===== config.mk =====
export PLATFORM = sky130hd
export DESIGN_NAME = device_control_bank
export DESIGN_NICKNAME = d
export VERILOG_FILES = /design/src/pkg/devctl_pkg.sv /design/src/restart_sequencer.sv /design/src/device_control_bank.sv
export SDC_FILE = /design/constraint.sdc
export NUM_CORES = 1
export LEC_CHECK = 0
export BUFFER_PORTS_ARGS = -buffer_cell sky130_fd_sc_hd__buf_2
export CAP_MARGIN = 20
export CORE_MARGIN = 3
export CORE_UTILIZATION = 45
export CTS_BUF_LIST = sky130_fd_sc_hd__clkbuf_16
export DETAILED_ROUTE_END_ITERATION = 6
export GPL_TIMING_DRIVEN = 0
export HOLD_SLACK_MARGIN = 0.08
export PLACE_DENSITY = 0.71
export SYNTH_ARGS = -nofsm -noshare
export SYNTH_HDL_FRONTEND = slang
export SYNTH_SLANG_ARGS = --single-unit

===== constraint.sdc =====
create_clock -name core_clk -period 4.85 [get_ports core_clk]
set_clock_uncertainty 0.2 [all_clocks]
set_input_delay 0.7275 -clock core_clk [delete_from_list [all_inputs] [get_ports core_clk]]
set_output_delay 0.7275 -clock core_clk [all_outputs]
set_load 0.03 [all_outputs]

===== src/pkg/devctl_pkg.sv =====
// Register map, field layouts and reset values of the device control bank
package devctl_pkg;
    localparam int ADDR_W = 8;
    localparam int DATA_W = 32;
    localparam int CHAN_N = 4;
    localparam int CHAN_W = 2;
    localparam int LINK_W = 4;
    localparam int PKT_W  = 16;

    localparam logic [7:0] OFF_CHAN_SEL   = 8'h00;
    localparam logic [7:0] OFF_CHAN_DIR   = 8'h04;
    localparam logic [7:0] OFF_CHAN_LINK  = 8'h08;
    localparam logic [7:0] OFF_CHAN_ORDER = 8'h0C;
    localparam logic [7:0] OFF_CHAN_PKT   = 8'h10;
    localparam logic [7:0] OFF_EVT_TOTAL  = 8'h14;
    localparam logic [7:0] OFF_MSG_TOTAL  = 8'h18;
    localparam logic [7:0] OFF_TEXT_ENC   = 8'h1C;
    localparam logic [7:0] OFF_RESTART    = 8'h20;
    localparam logic [7:0] OFF_LAMP_MODE  = 8'h24;
    localparam logic [7:0] OFF_COMMAND    = 8'h28;
    localparam logic [7:0] OFF_STATUS     = 8'h2C;

    // Command register bit positions
    localparam int CMD_PERSIST_BEGIN  = 0;
    localparam int CMD_PERSIST_FINISH = 1;
    localparam int CMD_BULK_BEGIN     = 2;
    localparam int CMD_BULK_FINISH    = 3;
    // Status register bit positions
    localparam int ST_CONSISTENT = 0;
    localparam int ST_PERSIST    = 1;
    localparam int ST_BULK       = 2;
    localparam int ST_BULK_LOCK  = 3;

    localparam logic [31:0] RESTART_KEY      = 32'h0000_0001;
    localparam logic [3:0]  RESTART_ACK_CYC  = 4'h4;
    localparam logic [15:0] PKT_RESET        = 16'h05DC;
    localparam logic [3:0]  CHAN_DIR_RESET   = 4'h1;
    localparam logic [7:0]  EVT_TOTAL_VAL    = 8'h01;
    localparam logic        TEXT_ENC_ASCII   = 1'b1;
    localparam logic [31:0] UNMAPPED_VAL     = 32'h0000_0000;

    typedef enum logic [1:0] {
        LAMP_OFF        = 2'h0,
        LAMP_ACTIVE     = 2'h1,
        LAMP_ERROR_ONLY = 2'h2
    } lamp_mode_e;

    typedef enum logic [1:0] {
        RS_IDLE = 2'b00,
        RS_ACK  = 2'b01,
        RS_FIRE = 2'b11
    } restart_state_e;
endpackage : devctl_pkg


===== src/restart_sequencer.sv =====
// Acknowledge-then-restart sequencer for the full restart command
`timescale 1ns/1ps
`default_nettype none
module restart_sequencer (
    input  wire logic core_clk,
    input  wire logic reset_n,
    input  wire logic restart_req,
    output logic      restart_ack,
    output logic      restart_fire
);
    import devctl_pkg::*;

    restart_state_e state_r;
    restart_state_e state_nxt;
    logic [3:0]     cnt_r;
    logic [3:0]     cnt_nxt;
    logic           ack_r;
    logic           fire_r;

    // Ack goes out first, restart only after the ack window
    always_comb begin
        state_nxt = state_r;
        cnt_nxt   = cnt_r;
        unique case (state_r)
            RS_IDLE: begin
                if (restart_req) begin
                    state_nxt = RS_ACK;
                    cnt_nxt   = RESTART_ACK_CYC;
                end
            end
            RS_ACK: begin
                cnt_nxt = cnt_r - 4'h1;
                if (cnt_r == 4'h1) begin
                    state_nxt = RS_FIRE;
                end
            end
            RS_FIRE: begin
                state_nxt = RS_IDLE;
            end
            default: begin
                state_nxt = RS_IDLE;
            end
        endcase
    end

    always_ff @(posedge core_clk or negedge reset_n) begin
        if (!reset_n) begin
            state_r <= RS_IDLE;
            cnt_r   <= 4'h0;
            ack_r   <= 1'b0;
            fire_r  <= 1'b0;
        end else begin
            state_r <= state_nxt;
            cnt_r   <= cnt_nxt;
            ack_r   <= (state_r == RS_IDLE) && restart_req;
            fire_r  <= (state_r == RS_ACK) && (cnt_r == 4'h1);
        end
    end

    assign restart_ack  = ack_r;
    assign restart_fire = fire_r;
endmodule : restart_sequencer
`default_nettype wire


===== src/device_control_bank.sv =====
// Device control and status register bank with stream channel settings
//
// Function
// - Report selected channel as transmitter or receiver
// - Hold writable link index per channel
// - Per-channel byte order orders pixel bytes
// - Transmitter packet length positive, sets packet size
// - Receiver packet length is largest accepted
// - Read-only event channel count
// - Legacy count mirrors event channel count
// - Report bootstrap text encoding read-only
// - Full restart returns register bank state to power-up
// - Acknowledge restart before restarting
// - Lamps off, active, or error-only
// - Persistence begin enters preparation state
// - Persistence finish leaves preparation state
// - Bulk begin accepts writes unchecked
// - Bulk finish checks then activates set
// - Bulk finish refreshes consistency flag
// - Read-only register set consistency flag
// - Writable channel index selects per-channel settings
`timescale 1ns/1ps
`default_nettype none
module device_control_bank (
    input  wire logic                           core_clk,
    input  wire logic                           reset_n,
    input  wire logic [devctl_pkg::ADDR_W-1:0]  reg_addr,
    input  wire logic [devctl_pkg::DATA_W-1:0]  reg_wdata,
    input  wire logic                           reg_write,
    input  wire logic                           reg_read,
    output logic      [devctl_pkg::DATA_W-1:0]  reg_rdata,
    input  wire logic [devctl_pkg::CHAN_N-1:0]  chan_is_receiver,
    input  wire logic                           device_error,
    input  wire logic                           status_lamp_raw,
    input  wire logic [devctl_pkg::CHAN_N*16-1:0] pixel_in,
    input  wire logic                           bulk_locked,
    output logic      [devctl_pkg::CHAN_N*16-1:0] pixel_out,
    output logic      [devctl_pkg::CHAN_N*devctl_pkg::LINK_W-1:0] stream_channel_link_index,
    output logic      [devctl_pkg::CHAN_N*devctl_pkg::PKT_W-1:0]  stream_packet_bytes,
    output logic                                status_lamp,
    output logic                                restart_ack,
    output logic                                device_restart
);
    import devctl_pkg::*;

    // Staging feeds the live settings: applied at a bulk finish whose check passes, or every cycle outside bulk while the set is consistent
    logic [CHAN_W-1:0] stream_channel_index_select_r;
    logic [CHAN_N-1:0] stream_byte_order_r;
    logic [LINK_W-1:0] link_r    [CHAN_N];
    logic [PKT_W-1:0]  pkt_r     [CHAN_N];
    logic [LINK_W-1:0] link_stg_r[CHAN_N];
    logic [PKT_W-1:0]  pkt_stg_r [CHAN_N];
    logic [CHAN_N-1:0] order_stg_r;
    lamp_mode_e        status_lamp_behaviour_r;
    logic              persist_r;
    logic              bulk_r;
    logic              register_set_consistent_flag_r;
    logic [DATA_W-1:0] rdata_r;
    logic              lamp_r;
    logic [CHAN_N*16-1:0] pix_r;
    logic [1:0]        err_sync_r;
    logic [1:0]        lamp_sync_r;
    logic [1:0]        lock_sync_r;
    logic [CHAN_N-1:0] dir_sync0_r;
    logic [CHAN_N-1:0] dir_sync1_r;
    logic              restart_fire;
    logic              soft_rst_r;

    function automatic logic [15:0] order_bytes(input logic [15:0] v, input logic big);
        order_bytes = big ? {v[7:0], v[15:8]} : v;
    endfunction : order_bytes

    function automatic logic sel_hit(input logic [ADDR_W-1:0] a, input logic [7:0] off);
        sel_hit = (a == off);
    endfunction : sel_hit

    wire wr_sel     = reg_write && sel_hit(reg_addr, OFF_CHAN_SEL);
    wire wr_link    = reg_write && sel_hit(reg_addr, OFF_CHAN_LINK);
    wire wr_order   = reg_write && sel_hit(reg_addr, OFF_CHAN_ORDER);
    wire wr_pkt     = reg_write && sel_hit(reg_addr, OFF_CHAN_PKT);
    wire wr_lamp    = reg_write && sel_hit(reg_addr, OFF_LAMP_MODE);
    wire wr_cmd     = reg_write && sel_hit(reg_addr, OFF_COMMAND);
    wire wr_restart = reg_write && sel_hit(reg_addr, OFF_RESTART)
                      && (reg_wdata == RESTART_KEY);
    wire lock_s     = lock_sync_r[1];
    // Commands are decoded from the write strobe only, never stored
    wire cmd_p_beg  = wr_cmd && reg_wdata[CMD_PERSIST_BEGIN];
    wire cmd_p_end  = wr_cmd && reg_wdata[CMD_PERSIST_FINISH];
    wire cmd_b_beg  = wr_cmd && reg_wdata[CMD_BULK_BEGIN] && !lock_s;
    wire cmd_b_end  = wr_cmd && reg_wdata[CMD_BULK_FINISH] && bulk_r;
    wire sel_rx     = dir_sync1_r[stream_channel_index_select_r];
    // A zero packet size is rejected outside bulk mode; also a consistency check failure
    wire pkt_ok     = (reg_wdata[PKT_W-1:0] != '0);
    wire lamp_mode_ok = (reg_wdata[1:0] != 2'h3);
    logic set_ok;
    always_comb begin
        set_ok = 1'b1;
        for (int i = 0; i < CHAN_N; i++) begin
            if (pkt_stg_r[i] == '0) begin
                set_ok = 1'b0;
            end
        end
    end
    wire lamp_nxt = (status_lamp_behaviour_r == LAMP_ACTIVE) ? lamp_sync_r[1] :
                    (status_lamp_behaviour_r == LAMP_ERROR_ONLY) ? err_sync_r[1] :
                    1'b0;
    wire rst_all_n = reset_n;

    wire [DATA_W-1:0] rd_mux =
        sel_hit(reg_addr, OFF_CHAN_SEL)   ? {30'h0, stream_channel_index_select_r} :
        sel_hit(reg_addr, OFF_CHAN_DIR)   ? {31'h0, sel_rx} :
        sel_hit(reg_addr, OFF_CHAN_LINK)  ? {28'h0, link_stg_r[stream_channel_index_select_r]} :
        sel_hit(reg_addr, OFF_CHAN_ORDER) ? {31'h0, order_stg_r[stream_channel_index_select_r]} :
        sel_hit(reg_addr, OFF_CHAN_PKT)   ? {16'h0, pkt_stg_r[stream_channel_index_select_r]} :
        sel_hit(reg_addr, OFF_EVT_TOTAL)  ? {24'h0, EVT_TOTAL_VAL} :
        sel_hit(reg_addr, OFF_MSG_TOTAL)  ? {24'h0, EVT_TOTAL_VAL} :
        sel_hit(reg_addr, OFF_TEXT_ENC)   ? {31'h0, TEXT_ENC_ASCII} :
        sel_hit(reg_addr, OFF_LAMP_MODE)  ? {30'h0, status_lamp_behaviour_r} :
        sel_hit(reg_addr, OFF_STATUS)     ? {28'h0, lock_s, bulk_r, persist_r,
                                             register_set_consistent_flag_r} :
        UNMAPPED_VAL;

    restart_sequencer u_restart (
        .core_clk     (core_clk),
        .reset_n      (reset_n),
        .restart_req  (wr_restart),
        .restart_ack  (restart_ack),
        .restart_fire (restart_fire)
    );

    // Input synchronisers
    always_ff @(posedge core_clk or negedge reset_n) begin
        if (!reset_n) begin
            err_sync_r  <= 2'b00;
            lamp_sync_r <= 2'b00;
            lock_sync_r <= 2'b00;
            dir_sync0_r <= CHAN_DIR_RESET;
            dir_sync1_r <= CHAN_DIR_RESET;
        end else begin
            err_sync_r  <= {err_sync_r[0], device_error};
            lamp_sync_r <= {lamp_sync_r[0], status_lamp_raw};
            lock_sync_r <= {lock_sync_r[0], bulk_locked};
            dir_sync0_r <= chan_is_receiver;
            dir_sync1_r <= dir_sync0_r;
        end
    end

    // Soft restart: registered one cycle after fire, the register bank state below returns to reset on the next edge; the output registers do not
    always_ff @(posedge core_clk or negedge reset_n) begin
        if (!reset_n) begin
            soft_rst_r <= 1'b0;
        end else begin
            soft_rst_r <= restart_fire;
        end
    end

    always_ff @(posedge core_clk or negedge rst_all_n) begin
        if (!rst_all_n) begin
            stream_channel_index_select_r <= '0;
            stream_byte_order_r           <= '0;
            order_stg_r                   <= '0;
            status_lamp_behaviour_r       <= LAMP_ACTIVE;
            persist_r                     <= 1'b0;
            bulk_r                        <= 1'b0;
            register_set_consistent_flag_r <= 1'b1;
            for (int i = 0; i < CHAN_N; i++) begin
                link_r[i]     <= '0;
                link_stg_r[i] <= '0;
                pkt_r[i]      <= PKT_RESET;
                pkt_stg_r[i]  <= PKT_RESET;
            end
        end else if (soft_rst_r) begin
            stream_channel_index_select_r <= '0;
            stream_byte_order_r           <= '0;
            order_stg_r                   <= '0;
            status_lamp_behaviour_r       <= LAMP_ACTIVE;
            persist_r                     <= 1'b0;
            bulk_r                        <= 1'b0;
            register_set_consistent_flag_r <= 1'b1;
            for (int i = 0; i < CHAN_N; i++) begin
                link_r[i]     <= '0;
                link_stg_r[i] <= '0;
                pkt_r[i]      <= PKT_RESET;
                pkt_stg_r[i]  <= PKT_RESET;
            end
        end else begin
            if (wr_sel) begin
                stream_channel_index_select_r <= reg_wdata[CHAN_W-1:0];
            end
            if (wr_lamp && lamp_mode_ok) begin
                status_lamp_behaviour_r <= lamp_mode_e'(reg_wdata[1:0]);
            end
            if (cmd_p_beg) begin
                persist_r <= 1'b1;
            end else if (cmd_p_end) begin
                persist_r <= 1'b0;
            end
            if (cmd_b_beg) begin
                bulk_r <= 1'b1;
            end else if (cmd_b_end) begin
                bulk_r <= 1'b0;
            end
            // Outside bulk mode a zero size is refused; inside it is staged unchecked
            if (wr_link) begin
                link_stg_r[stream_channel_index_select_r] <= reg_wdata[LINK_W-1:0];
            end
            if (wr_order) begin
                order_stg_r[stream_channel_index_select_r] <= reg_wdata[0];
            end
            if (wr_pkt && (pkt_ok || bulk_r)) begin
                pkt_stg_r[stream_channel_index_select_r] <= reg_wdata[PKT_W-1:0];
            end
            if (cmd_b_end) begin
                register_set_consistent_flag_r <= set_ok;
                if (set_ok) begin
                    stream_byte_order_r <= order_stg_r;
                    for (int i = 0; i < CHAN_N; i++) begin
                        link_r[i] <= link_stg_r[i];
                        pkt_r[i]  <= pkt_stg_r[i];
                    end
                end
            end else if (!bulk_r && register_set_consistent_flag_r) begin
                // A refused set stays staged only, never leaks live after finish
                stream_byte_order_r <= order_stg_r;
                for (int i = 0; i < CHAN_N; i++) begin
                    link_r[i] <= link_stg_r[i];
                    pkt_r[i]  <= pkt_stg_r[i];
                end
            end
        end
    end

    // Output registers and read data
    always_ff @(posedge core_clk or negedge reset_n) begin
        if (!reset_n) begin
            rdata_r <= '0;
            lamp_r  <= 1'b0;
            pix_r   <= '0;
        end else begin
            rdata_r <= reg_read ? rd_mux : '0;
            lamp_r  <= lamp_nxt;
            for (int i = 0; i < CHAN_N; i++) begin
                pix_r[i*16 +: 16] <= order_bytes(pixel_in[i*16 +: 16],
                                                 stream_byte_order_r[i]);
            end
        end
    end

    assign reg_rdata    = rdata_r;
    assign status_lamp  = lamp_r;
    assign pixel_out    = pix_r;
    assign device_restart = soft_rst_r;
    // Packet size is bytes to send for a transmitter, max accepted for a receiver
    for (genvar g = 0; g < CHAN_N; g++) begin : g_out
        assign stream_channel_link_index[g*LINK_W +: LINK_W] = link_r[g];
        assign stream_packet_bytes[g*PKT_W +: PKT_W]         = pkt_r[g];
    end
endmodule : device_control_bank
`default_nettype wire


==> results of run 1 <==
[worst paths after layout]
kind / from / cells past startpoint / end / slack [ns]
setup / recovery: bulk_r / 7 / stream_byte_order_r[1] / 1.90
hold / removal: u_restart.restart_fire / 0 / device_restart / 0.15
setup reg to reg: bulk_r / 7 / stream_byte_order_r[1] / 1.90
hold reg to reg: u_restart.restart_fire / 0 / device_restart / 0.15
max in group asynchronous: reset_n / 4 / stream_packet_bytes[21] / 2.60
min in group asynchronous: reset_n / 2 / pixel_out[24] / 0.49
[layout by cell type (no fill, tap or decap), drive strengths merged, types with 35 or more instances in the layout]
| cell | synthesis | routed |
|---|---|---|
| clkbuf | 51 | 82 |
| mux2i | 41 | 41 |
| o32ai | 56 | 56 |
| dfstp | 60 | 60 |
| buf | 45 | 323 |
| a21oi | 52 | 52 |
| inv | 65 | 66 |
| nand2 | 83 | 83 |
| mux2 | 67 | 67 |
| dfrtp | 219 | 219 |
| nor3 | 35 | 35 |
| nor2 | 114 | 114 |
[what timing repair did]
action / 4_1_cts / 5_1_grt
endpoints found under the hold margin: 65 / 0
hold buffers: 8 / 0
setup endpoints to repair: 0 / 0
[flip-flops by register name, indices dropped and copies added, names as in the netlist, 2 cells and up]
| signal | count |
|---|---|
| reg_rdata | 16 |
| dir_sync0_r | 4 |
| lock_sync_r | 2 |
| status_lamp_behaviour_r | 2 |
| order_stg_r | 4 |
| stream_byte_order_r | 4 |
| pkt_stg_r | 64 |
| u_restart.state_r | 2 |
| stream_channel_index_select_r | 2 |
| dir_sync1_r | 4 |
| lamp_sync_r | 2 |
| pixel_out | 64 |
| err_sync_r | 2 |
| stream_packet_bytes | 64 |
| u_restart.cnt_r | 4 |
| link_stg_r | 16 |
| stream_channel_link_index | 16 |
[power by group through the flow]
stage	registers (W)	clock network (W)	logic, W
floorplan	0.00251	0	0.000111
global placement	0.00244	0	0.000347
detailed placement	0.00244	0	0.000359
CTS	0.00240	0.00229	0.000366
global route	0.00240	0.00238	0.000392
finish	0.00240	0.00224	0.000363
[layer usage]
layer | vias to the layer above | wire length (um) | GRT usage, %
met2 | 480 | 16300 | 37.8
met4 | 4 | 1070 | 7.58
met1 | 4838 | 14400 | 32.6
li1 | 4397 | - | -
met3 | 88 | 3560 | 6.04
met5 | - | 27 | 0
[per-stage QoR]
step,std cells,total power [W],cell area (um^2),util (%)
finish,1754,0.00500,15100,57.6
global route,1753,0.00517,15100,57.6
CTS,1751,0.00505,15100,57.6
detailed placement,1688,0.00280,14100,53.6
global placement,1686,0.00279,14000,53.4
floorplan,1075,0.00262,12200,-
[cells by family after synthesis]
group	after synthesis	synth area share, %
buffers and inverters	161	5.77
DFF	279	58.0
adders and majority gates	2	0.206
and+or+nand+nor	312	12.1
other	1	0.0308
AOI/OAI and AO/OA	175	10.3
muxes	130	13.6
[cell type report]
class / instances / area, um^2 / share of cell area, %
diodes: 3 / 7.51 / 0.0496
plain buffers: 96 / 458 / 3.02
well taps: 335 / 419 / 2.77
multi-input cells: 635 / 4470 / 29.5
repair buffers: 286 / 1530 / 10.1
flip-flops and latches: 279 / 7060 / 46.6
clock buffers: 31 / 776 / 5.12
clock inverters: 24 / 190 / 1.26
inverters: 65 / 244 / 1.61
==> flow_metrics.env, run 1 <==
export IMPL_setup_viol=0
export IMPL_drtIter0Drc=902
export IMPL_avgSynthCellArea_um2=11.5
export IMPL_grt_pass1_vias=9716
export IMPL_maxCapViolCount=0
export IMPL_post_route_period_util_pct=60.8
export IMPL_crit_arrival_ns=3.15
export IMPL_synth_most_common_cell="dfrtp_1"
export IMPL_gp_congestion=0.987
export IMPL_grt_max_degree=119
export IMPL_worst_slew_pin_slew_ns=0.900
export IMPL_remaining_drc_errors=0
export IMPL_cts_htree_levels=1
export IMPL_synth_top_cell_area_share_pct=45.0
export IMPL_seq_power_share_pct=48.0
export IMPL_die_area_mm2=0.0290
export IMPL_cpPeakStageDelay_ns=0.57
export IMPL_hold_viol=0
export IMPL_n_fill_cell=2197
export IMPL_fin_nets=1510
export IMPL_synth_cell_area_mm2=0.0122
export IMPL_vdd_drop_max_mv=0.272
export IMPL_cp_required_ns=5.05
export IMPL_slew_viol_final=0
export IMPL_worstSkewPairLatency_ns=0.55
export IMPL_p_switching_w=0.00118
export IMPL_synth_edf_count=0
export IMPL_end_kind="flop"
export IMPL_place_ws_ns=1.44
export IMPL_synthTopCellsByArea="dfrtp_1 (45%), dfstp_2 (13%), mux2_2 (6.2%)"
export IMPL_cpMostUsedCell="clkbuf_1"
export IMPL_async_flop_share_pct=100
export IMPL_vias_per_cell=5.59
export IMPL_yosysUniqueCellTypes=50
export IMPL_yosys_most_used_dff="dfrtp_1"
export IMPL_start_kind="flop"
export IMPL_p_int_w=0.00382
export IMPL_synth_seq_cells=279
export IMPL_cts_tree="built"
export IMPL_grt_pass1_wl_mm=54.3
export IMPL_hold_class="flop to flop"
export IMPL_critPathMaxFanout=10
export IMPL_io_pins=294
export IMPL_post_dp_hpwl_mm=26.3
export IMPL_synthCells=1060
export IMPL_ant_nets=0
export IMPL_fin_ws_ns=1.90
export IMPL_leakagePower_nw=7.06
export IMPL_whs_ns=0.145
export IMPL_cts_buffers_inserted=30
export IMPL_yosysWarnings=0
export IMPL_path_cells="clkbuf_1 > inv_1 > a21oi_1 > clkbuf_1 > clkbuf_1 > nand2_1 > o32ai_1"
export IMPL_antenna_found_initial=5
export IMPL_layout_drive_gt1_share_pct=37.1
export IMPL_track_usage_pct=23.9
export IMPL_min_period_ns=2.95
export IMPL_ys_top_cells_by_count="dfrtp_1 (219), nor2_1 (114), nand2_1 (83)"
export IMPL_cts_buffer_depth=3
export IMPL_ctsResizeCount=0
export IMPL_dr_pass1_iters=5
export IMPL_area_delta_synth_final_pct=24.5
export IMPL_gr_total_overflow=0
export IMPL_io_buffers=276
export IMPL_chipHeight_um=170
export IMPL_critPathSlowestCell="clkbuf_1"
export IMPL_crit_type="flop to flop"
export IMPL_p_per_area_mw_per_mm2=330
export IMPL_rsz0062_at_grt="no"
export IMPL_cts_sinks=279
export IMPL_crit_family="buffers and inverters"
export IMPL_wl_per_cell_um=20.2
export IMPL_pwr_share_comb_pct=7.3
export IMPL_slew_headroom_pct=40.0
export IMPL_power_frac_clock_pct=44.8
export IMPL_fmax_ghz=0.339
export IMPL_start_util_pct=46.3
export IMPL_p_sw_share_pct=23.7
export IMPL_path_clk_slew_ns=0.06
export IMPL_die_x_um=170
export IMPL_status="completed"
export IMPL_rows=59
export IMPL_postCtsSetupBuffers=0
export IMPL_cts_root_buf="clkbuf_16"
export IMPL_synth_top_area_cell="dfrtp_1"
export IMPL_num_vias=9807
export IMPL_ys_seq_area_share_pct=58.0
export IMPL_finalWirelength_mm=35.4
export IMPL_crit_buf_inv=4
export IMPL_design_core_area_mm2=0.0263
export IMPL_finalSetupTns_ns=0
(Power assumes the default switching activity.)
==> run 2, diff against run 1 <==
PLACE_DENSITY = 0.74   (was 0.71)
clock period = 2.4 ns   (was 4.85 ns; I/O delays follow)
==> flow_metrics.env, run 2 (synthesis gave the netlist of run 1 again) <==
export IMPL_use_met3_pct=7.78
export IMPL_gr_usage_met1_pct=34.6
export IMPL_finalSetupTns_ns=0
export IMPL_ant_nets=0
export IMPL_die_area_mm2=0.0290
export IMPL_worst_slew_pin_slew_ns=0.737
export IMPL_antenna_found_initial=3
export IMPL_layout_drive_gt1_share_pct=36.8
export IMPL_hold_viol=0
export IMPL_gp_congestion=0.979
export IMPL_placedCellCount=1688
export IMPL_grt_use_met2_pct=41.5
export IMPL_worstReg2RegStart="pkt_stg_r[27]"
export IMPL_path_cells="nor4_2 > nand4_1 > and4_1 > a21oi_2 > buf_6 > clkbuf_4 > o32ai_1"
export IMPL_cts_buffers_inserted=30
export IMPL_worstSkewPairLatency_ns=0.55
export IMPL_leakagePower_nw=7.57
export IMPL_num_vias=10500
export IMPL_cts_tree="built"
export IMPL_path_clk_slew_ns=0.06
export IMPL_crit_buf_inv=2
export IMPL_cts_buffer_depth=3
export IMPL_hold_start="reg_addr[4]"
export IMPL_reg2reg_slack_ns=0.05
export IMPL_fmax_ghz=0.426
export IMPL_multi_input_area_mm2=0.00459
export IMPL_slew_headroom_pct=50.9
export IMPL_final_common_cell="buf_2"
export IMPL_start_kind="flop"
export IMPL_power_total_w=0.0101
export IMPL_drtIter0Drc=989
export IMPL_chipHeight_um=170
export IMPL_rr_worst_depth=7
export IMPL_post_route_period_util_pct=97.8
export IMPL_crit_type="flop to flop"
export IMPL_holdPathStages=4
export IMPL_cp_required_ns=2.59
export IMPL_grt_max_degree=121
export IMPL_cts_htree_levels=1
export IMPL_vias_per_cell=5.62
export IMPL_post_dp_hpwl_mm=26.2
export IMPL_cts_sinks=279
export IMPL_end_kind="flop"
export IMPL_worstReg2RegEnd="stream_byte_order_r[3]"
export IMPL_crit_family="simple AND/OR/NAND/NOR gates"
export IMPL_design_core_area_mm2=0.0263
export IMPL_cpPeakStageDelay_ns=0.46
export IMPL_critPathSlowestCell="dfrtp_1"
export IMPL_start_util_pct=46.3
export IMPL_maxCapViolCount=0
export IMPL_remaining_drc_errors=0
export IMPL_wl_per_cell_um=20.7
export IMPL_die_x_um=170
export IMPL_top_usage_layer="met2"
export IMPL_finalWirelength_mm=38.5
export IMPL_p_per_area_mw_per_mm2=620
export IMPL_fin_cells=1860
export IMPL_final_cell_mix="buf_2 (293), dfrtp_1 (218), nor2_1 (112), dlygate4sd3_1 (112), nand2_1 (82)"
export IMPL_setup_viol=0
export IMPL_grt_pass1_vias=10600
export IMPL_gr_total_overflow=0
export IMPL_critPathMaxFanout=10
export IMPL_cts_root_buf="clkbuf_16"
export IMPL_seq_area_mm2=0.00706
export IMPL_status="completed"
export IMPL_io_pins=294
export IMPL_n_fill_cell=2030
export IMPL_min_to="reg_rdata[0]"
export IMPL_area_delta_synth_final_pct=34.4
export IMPL_rsz0062_at_grt="no"
export IMPL_rows=59
export IMPL_min_period_ns=2.35
export IMPL_slew_viol_final=0
export IMPL_vdd_drop_max_mv=0.577
export IMPL_io_buffers=276
export IMPL_dr_pass1_iters=6
export IMPL_fin_nets=1616
export IMPL_grt_pass1_wl_mm=59.5
export IMPL_track_usage_pct=26.1
export IMPL_hold_class="input port to flop"
export IMPL_crit_arrival_ns=2.54
[run 2: changes by cell type in the layout (fill, tap and decap cells not counted), moves of 3 or more]
cell	delta
clkbuf_1	-15
buf_4	+7
clkbuf_4	+6
buf_2	-9
inv_1	+9
clkinv_1	-5
nor4_2	+10
dlygate4sd3_1	+104
nor4_1	-10
clkinv_2	-3
clkbuf_2	+13
clkinvlp_4	+3
[run 2: report_power, final]
group / internal, W / switching (W)
sequential: 0.00481 / 0.0000445
clock: 0.00254 / 0.00186
combinational: 0.000366 / 0.000526
[run 2: worst min-delay path, cell delays in order]
cell and delay, ns:
buf_2 0.13, a32o_1 0.18, a21oi_1 0.07, nor2_1 0.09
[run 2: worst max path at each step]
stage	startpoint	cells past startpoint	slack, ns	end
after CTS	stream_channel_index_select_r[0]	7	0.005	link_stg_r[3]
final	pkt_stg_r[27]	7	0.05	stream_byte_order_r[3]
after global placement	reset_n	1	-4.22	pixel_out[39]
after detailed placement	reg_addr[4]	8	-0.61	stream_byte_order_r[3]
after floorplan	reg_addr[1]	6	0.04	link_stg_r[12]
after global routing	reg_write	9	0.005	stream_packet_bytes[57]
[run 2: cell type report]
cell class                 count  share of cell area (%)
antenna                        2                  0.0306
buffer                        95                    3.08
clock buffer                  31                    4.74
clock inverter                25                    1.01
inverter                      65                    1.49
multi-input combinational    635                    28.1
sequential                   279                    43.2
tap                          335                    2.56
timing repair buffer         393                    15.8
[run 2: timing repair]
action | 4_1_cts | 5_1_grt
buffers inserted | 0 | 3
pin swaps | 0 | 3
endpoints found under the hold margin | 197 | 0
hold buffers | 112 | 0
gates resized for setup | 13 | 52
endpoints found under the setup margin | 79 | 123
[run 2: per-layer routing]
layer,vias to the layer above,routed length (um)
li1,4632,-
met1,5119,15100
met2,599,18100
met3,97,4100
met4,4,1140
met5,-,14
[run 2: per-stage QoR]
| step | worst slack [ns] | util [%] | instance area [um^2] | hold WS (ns) |
|---|---|---|---|---|
| after detailed placement | -0.611 | 53.6 | 14100 | 0.137 |
| final | 0.0526 | 62.2 | 16400 | 0.123 |
| after floorplan | 0.0405 | - | 12200 | -0.136 |
| after CTS | 0.00497 | 61.6 | 16200 | 0.0859 |
| after global placement | -4.22 | 53.4 | 14000 | 0.132 |
| after global routing | 0.00464 | 62.2 | 16300 | 0.142 |
==> run 3, diff against run 2 <==
clock period = 1.93 ns   (was 2.4 ns; I/O delays follow)
==> flow_metrics.env, run 3 (synthesis gave the netlist of run 1 again) <==
export IMPL_start_util_pct=46.3
export IMPL_vias_per_cell=5.61
export IMPL_cts_root_buf="clkbuf_16"
export IMPL_vdd_drop_max_mv=0.609
export IMPL_remaining_drc_errors=0
export IMPL_worst_slew_pin_slew_ns=0.785
export IMPL_cts_htree_levels=1
export IMPL_start_kind="flop"
export IMPL_critPathSlowestCell="dfrtp_1"
export IMPL_power_total_w=0.0127
export IMPL_post_dp_hpwl_mm=26.8
export IMPL_power_frac_clock_pct=42.9
export IMPL_grt_use_met2_pct=47.1
export IMPL_p_switching_w=0.00309
export IMPL_p_sw_share_pct=24.3
export IMPL_grt_pass1_wl_mm=62.3
export IMPL_n_fill_cell=1829
export IMPL_final_cell_mix="buf_2 (279), dfrtp_1 (211), dlygate4sd3_1 (114)"
export IMPL_critPathMaxFanout=10
export IMPL_drtIter0Drc=969
export IMPL_cts_tree="built"
export IMPL_io_pins=294
export IMPL_antenna_cells=0
export IMPL_slew_viol_final=0
export IMPL_die_area_mm2=0.0290
export IMPL_design_core_area_mm2=0.0263
export IMPL_postPlaceCellArea_mm2=0.0150
export IMPL_maxCapViolCount=0
export IMPL_chipHeight_um=170
export IMPL_leakagePower_nw=8.25
export IMPL_area_delta_synth_final_pct=47.5
export IMPL_end_kind="flop"
export IMPL_gr_total_overflow=0
export IMPL_gr_usage_met1_pct=34.9
export IMPL_seq_power_share_pct=47.6
export IMPL_worstSkewPairLatency_ns=0.56
export IMPL_crit_arrival_ns=2.46
export IMPL_path_cells="nor4_4 > nand4_1 > and4_4 > a21oi_4 > buf_12 > buf_12 > o32ai_2"
export IMPL_cp_required_ns=2.14
export IMPL_dr_pass1_iters=5
export IMPL_track_usage_pct=27.2
export IMPL_fin_ws_ns=-0.320
export IMPL_ant_nets=0
export IMPL_violations="negative setup slack"
export IMPL_gp_congestion=0.936
export IMPL_use_met3_pct=4.25
export IMPL_antenna_found_initial=3
export IMPL_final_area_mm2=0.0179
export IMPL_grt_pass1_vias=11100
export IMPL_post_route_period_util_pct=117
export IMPL_slew_headroom_pct=47.6
export IMPL_cts_sinks=279
export IMPL_die_x_um=170
export IMPL_place_ws_ns=-1.04
export IMPL_grt_max_degree=112
export IMPL_crit_family="simple AND/OR/NAND/NOR gates"
export IMPL_setup_viol=84
export IMPL_crit_type="flop to flop"
export IMPL_status="finished with violations"
export IMPL_hold_class="input port to flop"
export IMPL_wl_per_cell_um=21.5
export IMPL_pwr_share_comb_pct=9.5
export IMPL_cpPeakStageDelay_ns=0.43
export IMPL_fin_nets=1659
export IMPL_path_clk_slew_ns=0.06
export IMPL_top_usage_layer="met2"
export IMPL_whs_ns=0.0350
export IMPL_final_common_cell="buf_2"
export IMPL_num_vias=10700
export IMPL_crit_buf_inv=2
export IMPL_hold_viol=0
export IMPL_cts_buffer_depth=3
export IMPL_rows=59
export IMPL_layout_drive_gt1_share_pct=47.9
export IMPL_p_int_w=0.00960
export IMPL_p_per_area_mw_per_mm2=707
export IMPL_fmax_ghz=0.444
export IMPL_finalWirelength_mm=40.9
export IMPL_io_buffers=276
export IMPL_rsz0062_at_grt="yes"
export IMPL_cpMostUsedCell="buf_12"
export IMPL_cts_buffers_inserted=30
export IMPL_min_period_ns=2.25
-- run 3: cell types whose count changed in the layout (fill, tap and decap cells not counted), sizes merged --
cell          before  now
buf              321  366
dlygate4sd3      112  114
inv               74   75
clkinv            11   13
diode              2    0
clkbuf            86   79
clkinvlp           3    0
dlymetal6s4s       0    4
bufinv             2    1
-- run 3: worst register-to-register path: stages (launching register included) --
cell	delay (ns)
dfrtp_1	0.43
nor4_4	0.33
nand4_1	0.24
and4_4	0.29
a21oi_4	0.20
buf_12	0.19
buf_12	0.15
o32ai_2	0.08
-- run 3: area by class of cell --
| type | count | area [um^2] | area share [%] |
|---|---|---|---|
| Multi-Input combinational cell | 635 | 5470 | 30.5 |
| Timing Repair Buffer | 437 | 3050 | 17.0 |
| Buffer | 94 | 767 | 4.27 |
| Clock inverter | 24 | 131 | 0.732 |
| Tap cell | 335 | 419 | 2.34 |
| Inverter | 65 | 244 | 1.36 |
| Sequential cell | 279 | 7070 | 39.4 |
| Clock buffer | 32 | 801 | 4.46 |
-- run 3: path summary, 6_finish.rpt --
check                                          endpoint  cells after the start      startpoint  slack, ns
hold / removal                             reg_rdata[0]                      5     reg_addr[2]       0.03
max in group asynchronous                 pkt_stg_r[13]                      3         reset_n       0.36
setup reg to reg           stream_channel_link_index[6]                      7   pkt_stg_r[49]      -0.32
hold reg to reg                          dir_sync1_r[1]                      0  dir_sync0_r[1]       0.15
setup / recovery           stream_channel_link_index[6]                      7   pkt_stg_r[49]      -0.32
min in group asynchronous       stream_packet_bytes[17]                      2         reset_n       0.14
-- run 3: power groups by stage --
stage | combinational (W) | sequential (W) | clock, W
after floorplan | 0.000311 | 0.00630 | 0
after global placement | 0.000907 | 0.00614 | 0
after detailed placement | 0.000940 | 0.00614 | 0
after CTS | 0.00115 | 0.00604 | 0.00551
after global routing | 0.00128 | 0.00605 | 0.00578
final | 0.00120 | 0.00604 | 0.00544
-- run 3: repair_timing --
| item | in CTS | in global routing |
|---|---|---|
| hold buffers | 116 | 2 |
| hold endpoints to repair | 240 | 2 |
| resized for setup | 89 | 63 |
| pin swaps | 16 | 13 |
| endpoints found under the setup margin | 204 | 198 |
| cloned | 1 | 1 |
| buffers inserted | 22 | 17 |
-- run 3: through the flow --
step	instances	util [%]	TNS, ns
finish	1901	68.3	-20.54
CTS	1883	67.0	-7.53
floorplan	1075	-	-28.22
global placement	1686	56.9	-1310.93
global route	1901	68.3	-23.41
detailed placement	1688	57.1	-126.51
-- run 3: metal layers --
metal  part of all wire [%]  routed length, um
met3                    7.3               3000
met4                    3.7               1500
met5                  0.091                 37
met1                     39              16000
met2                     50              20400
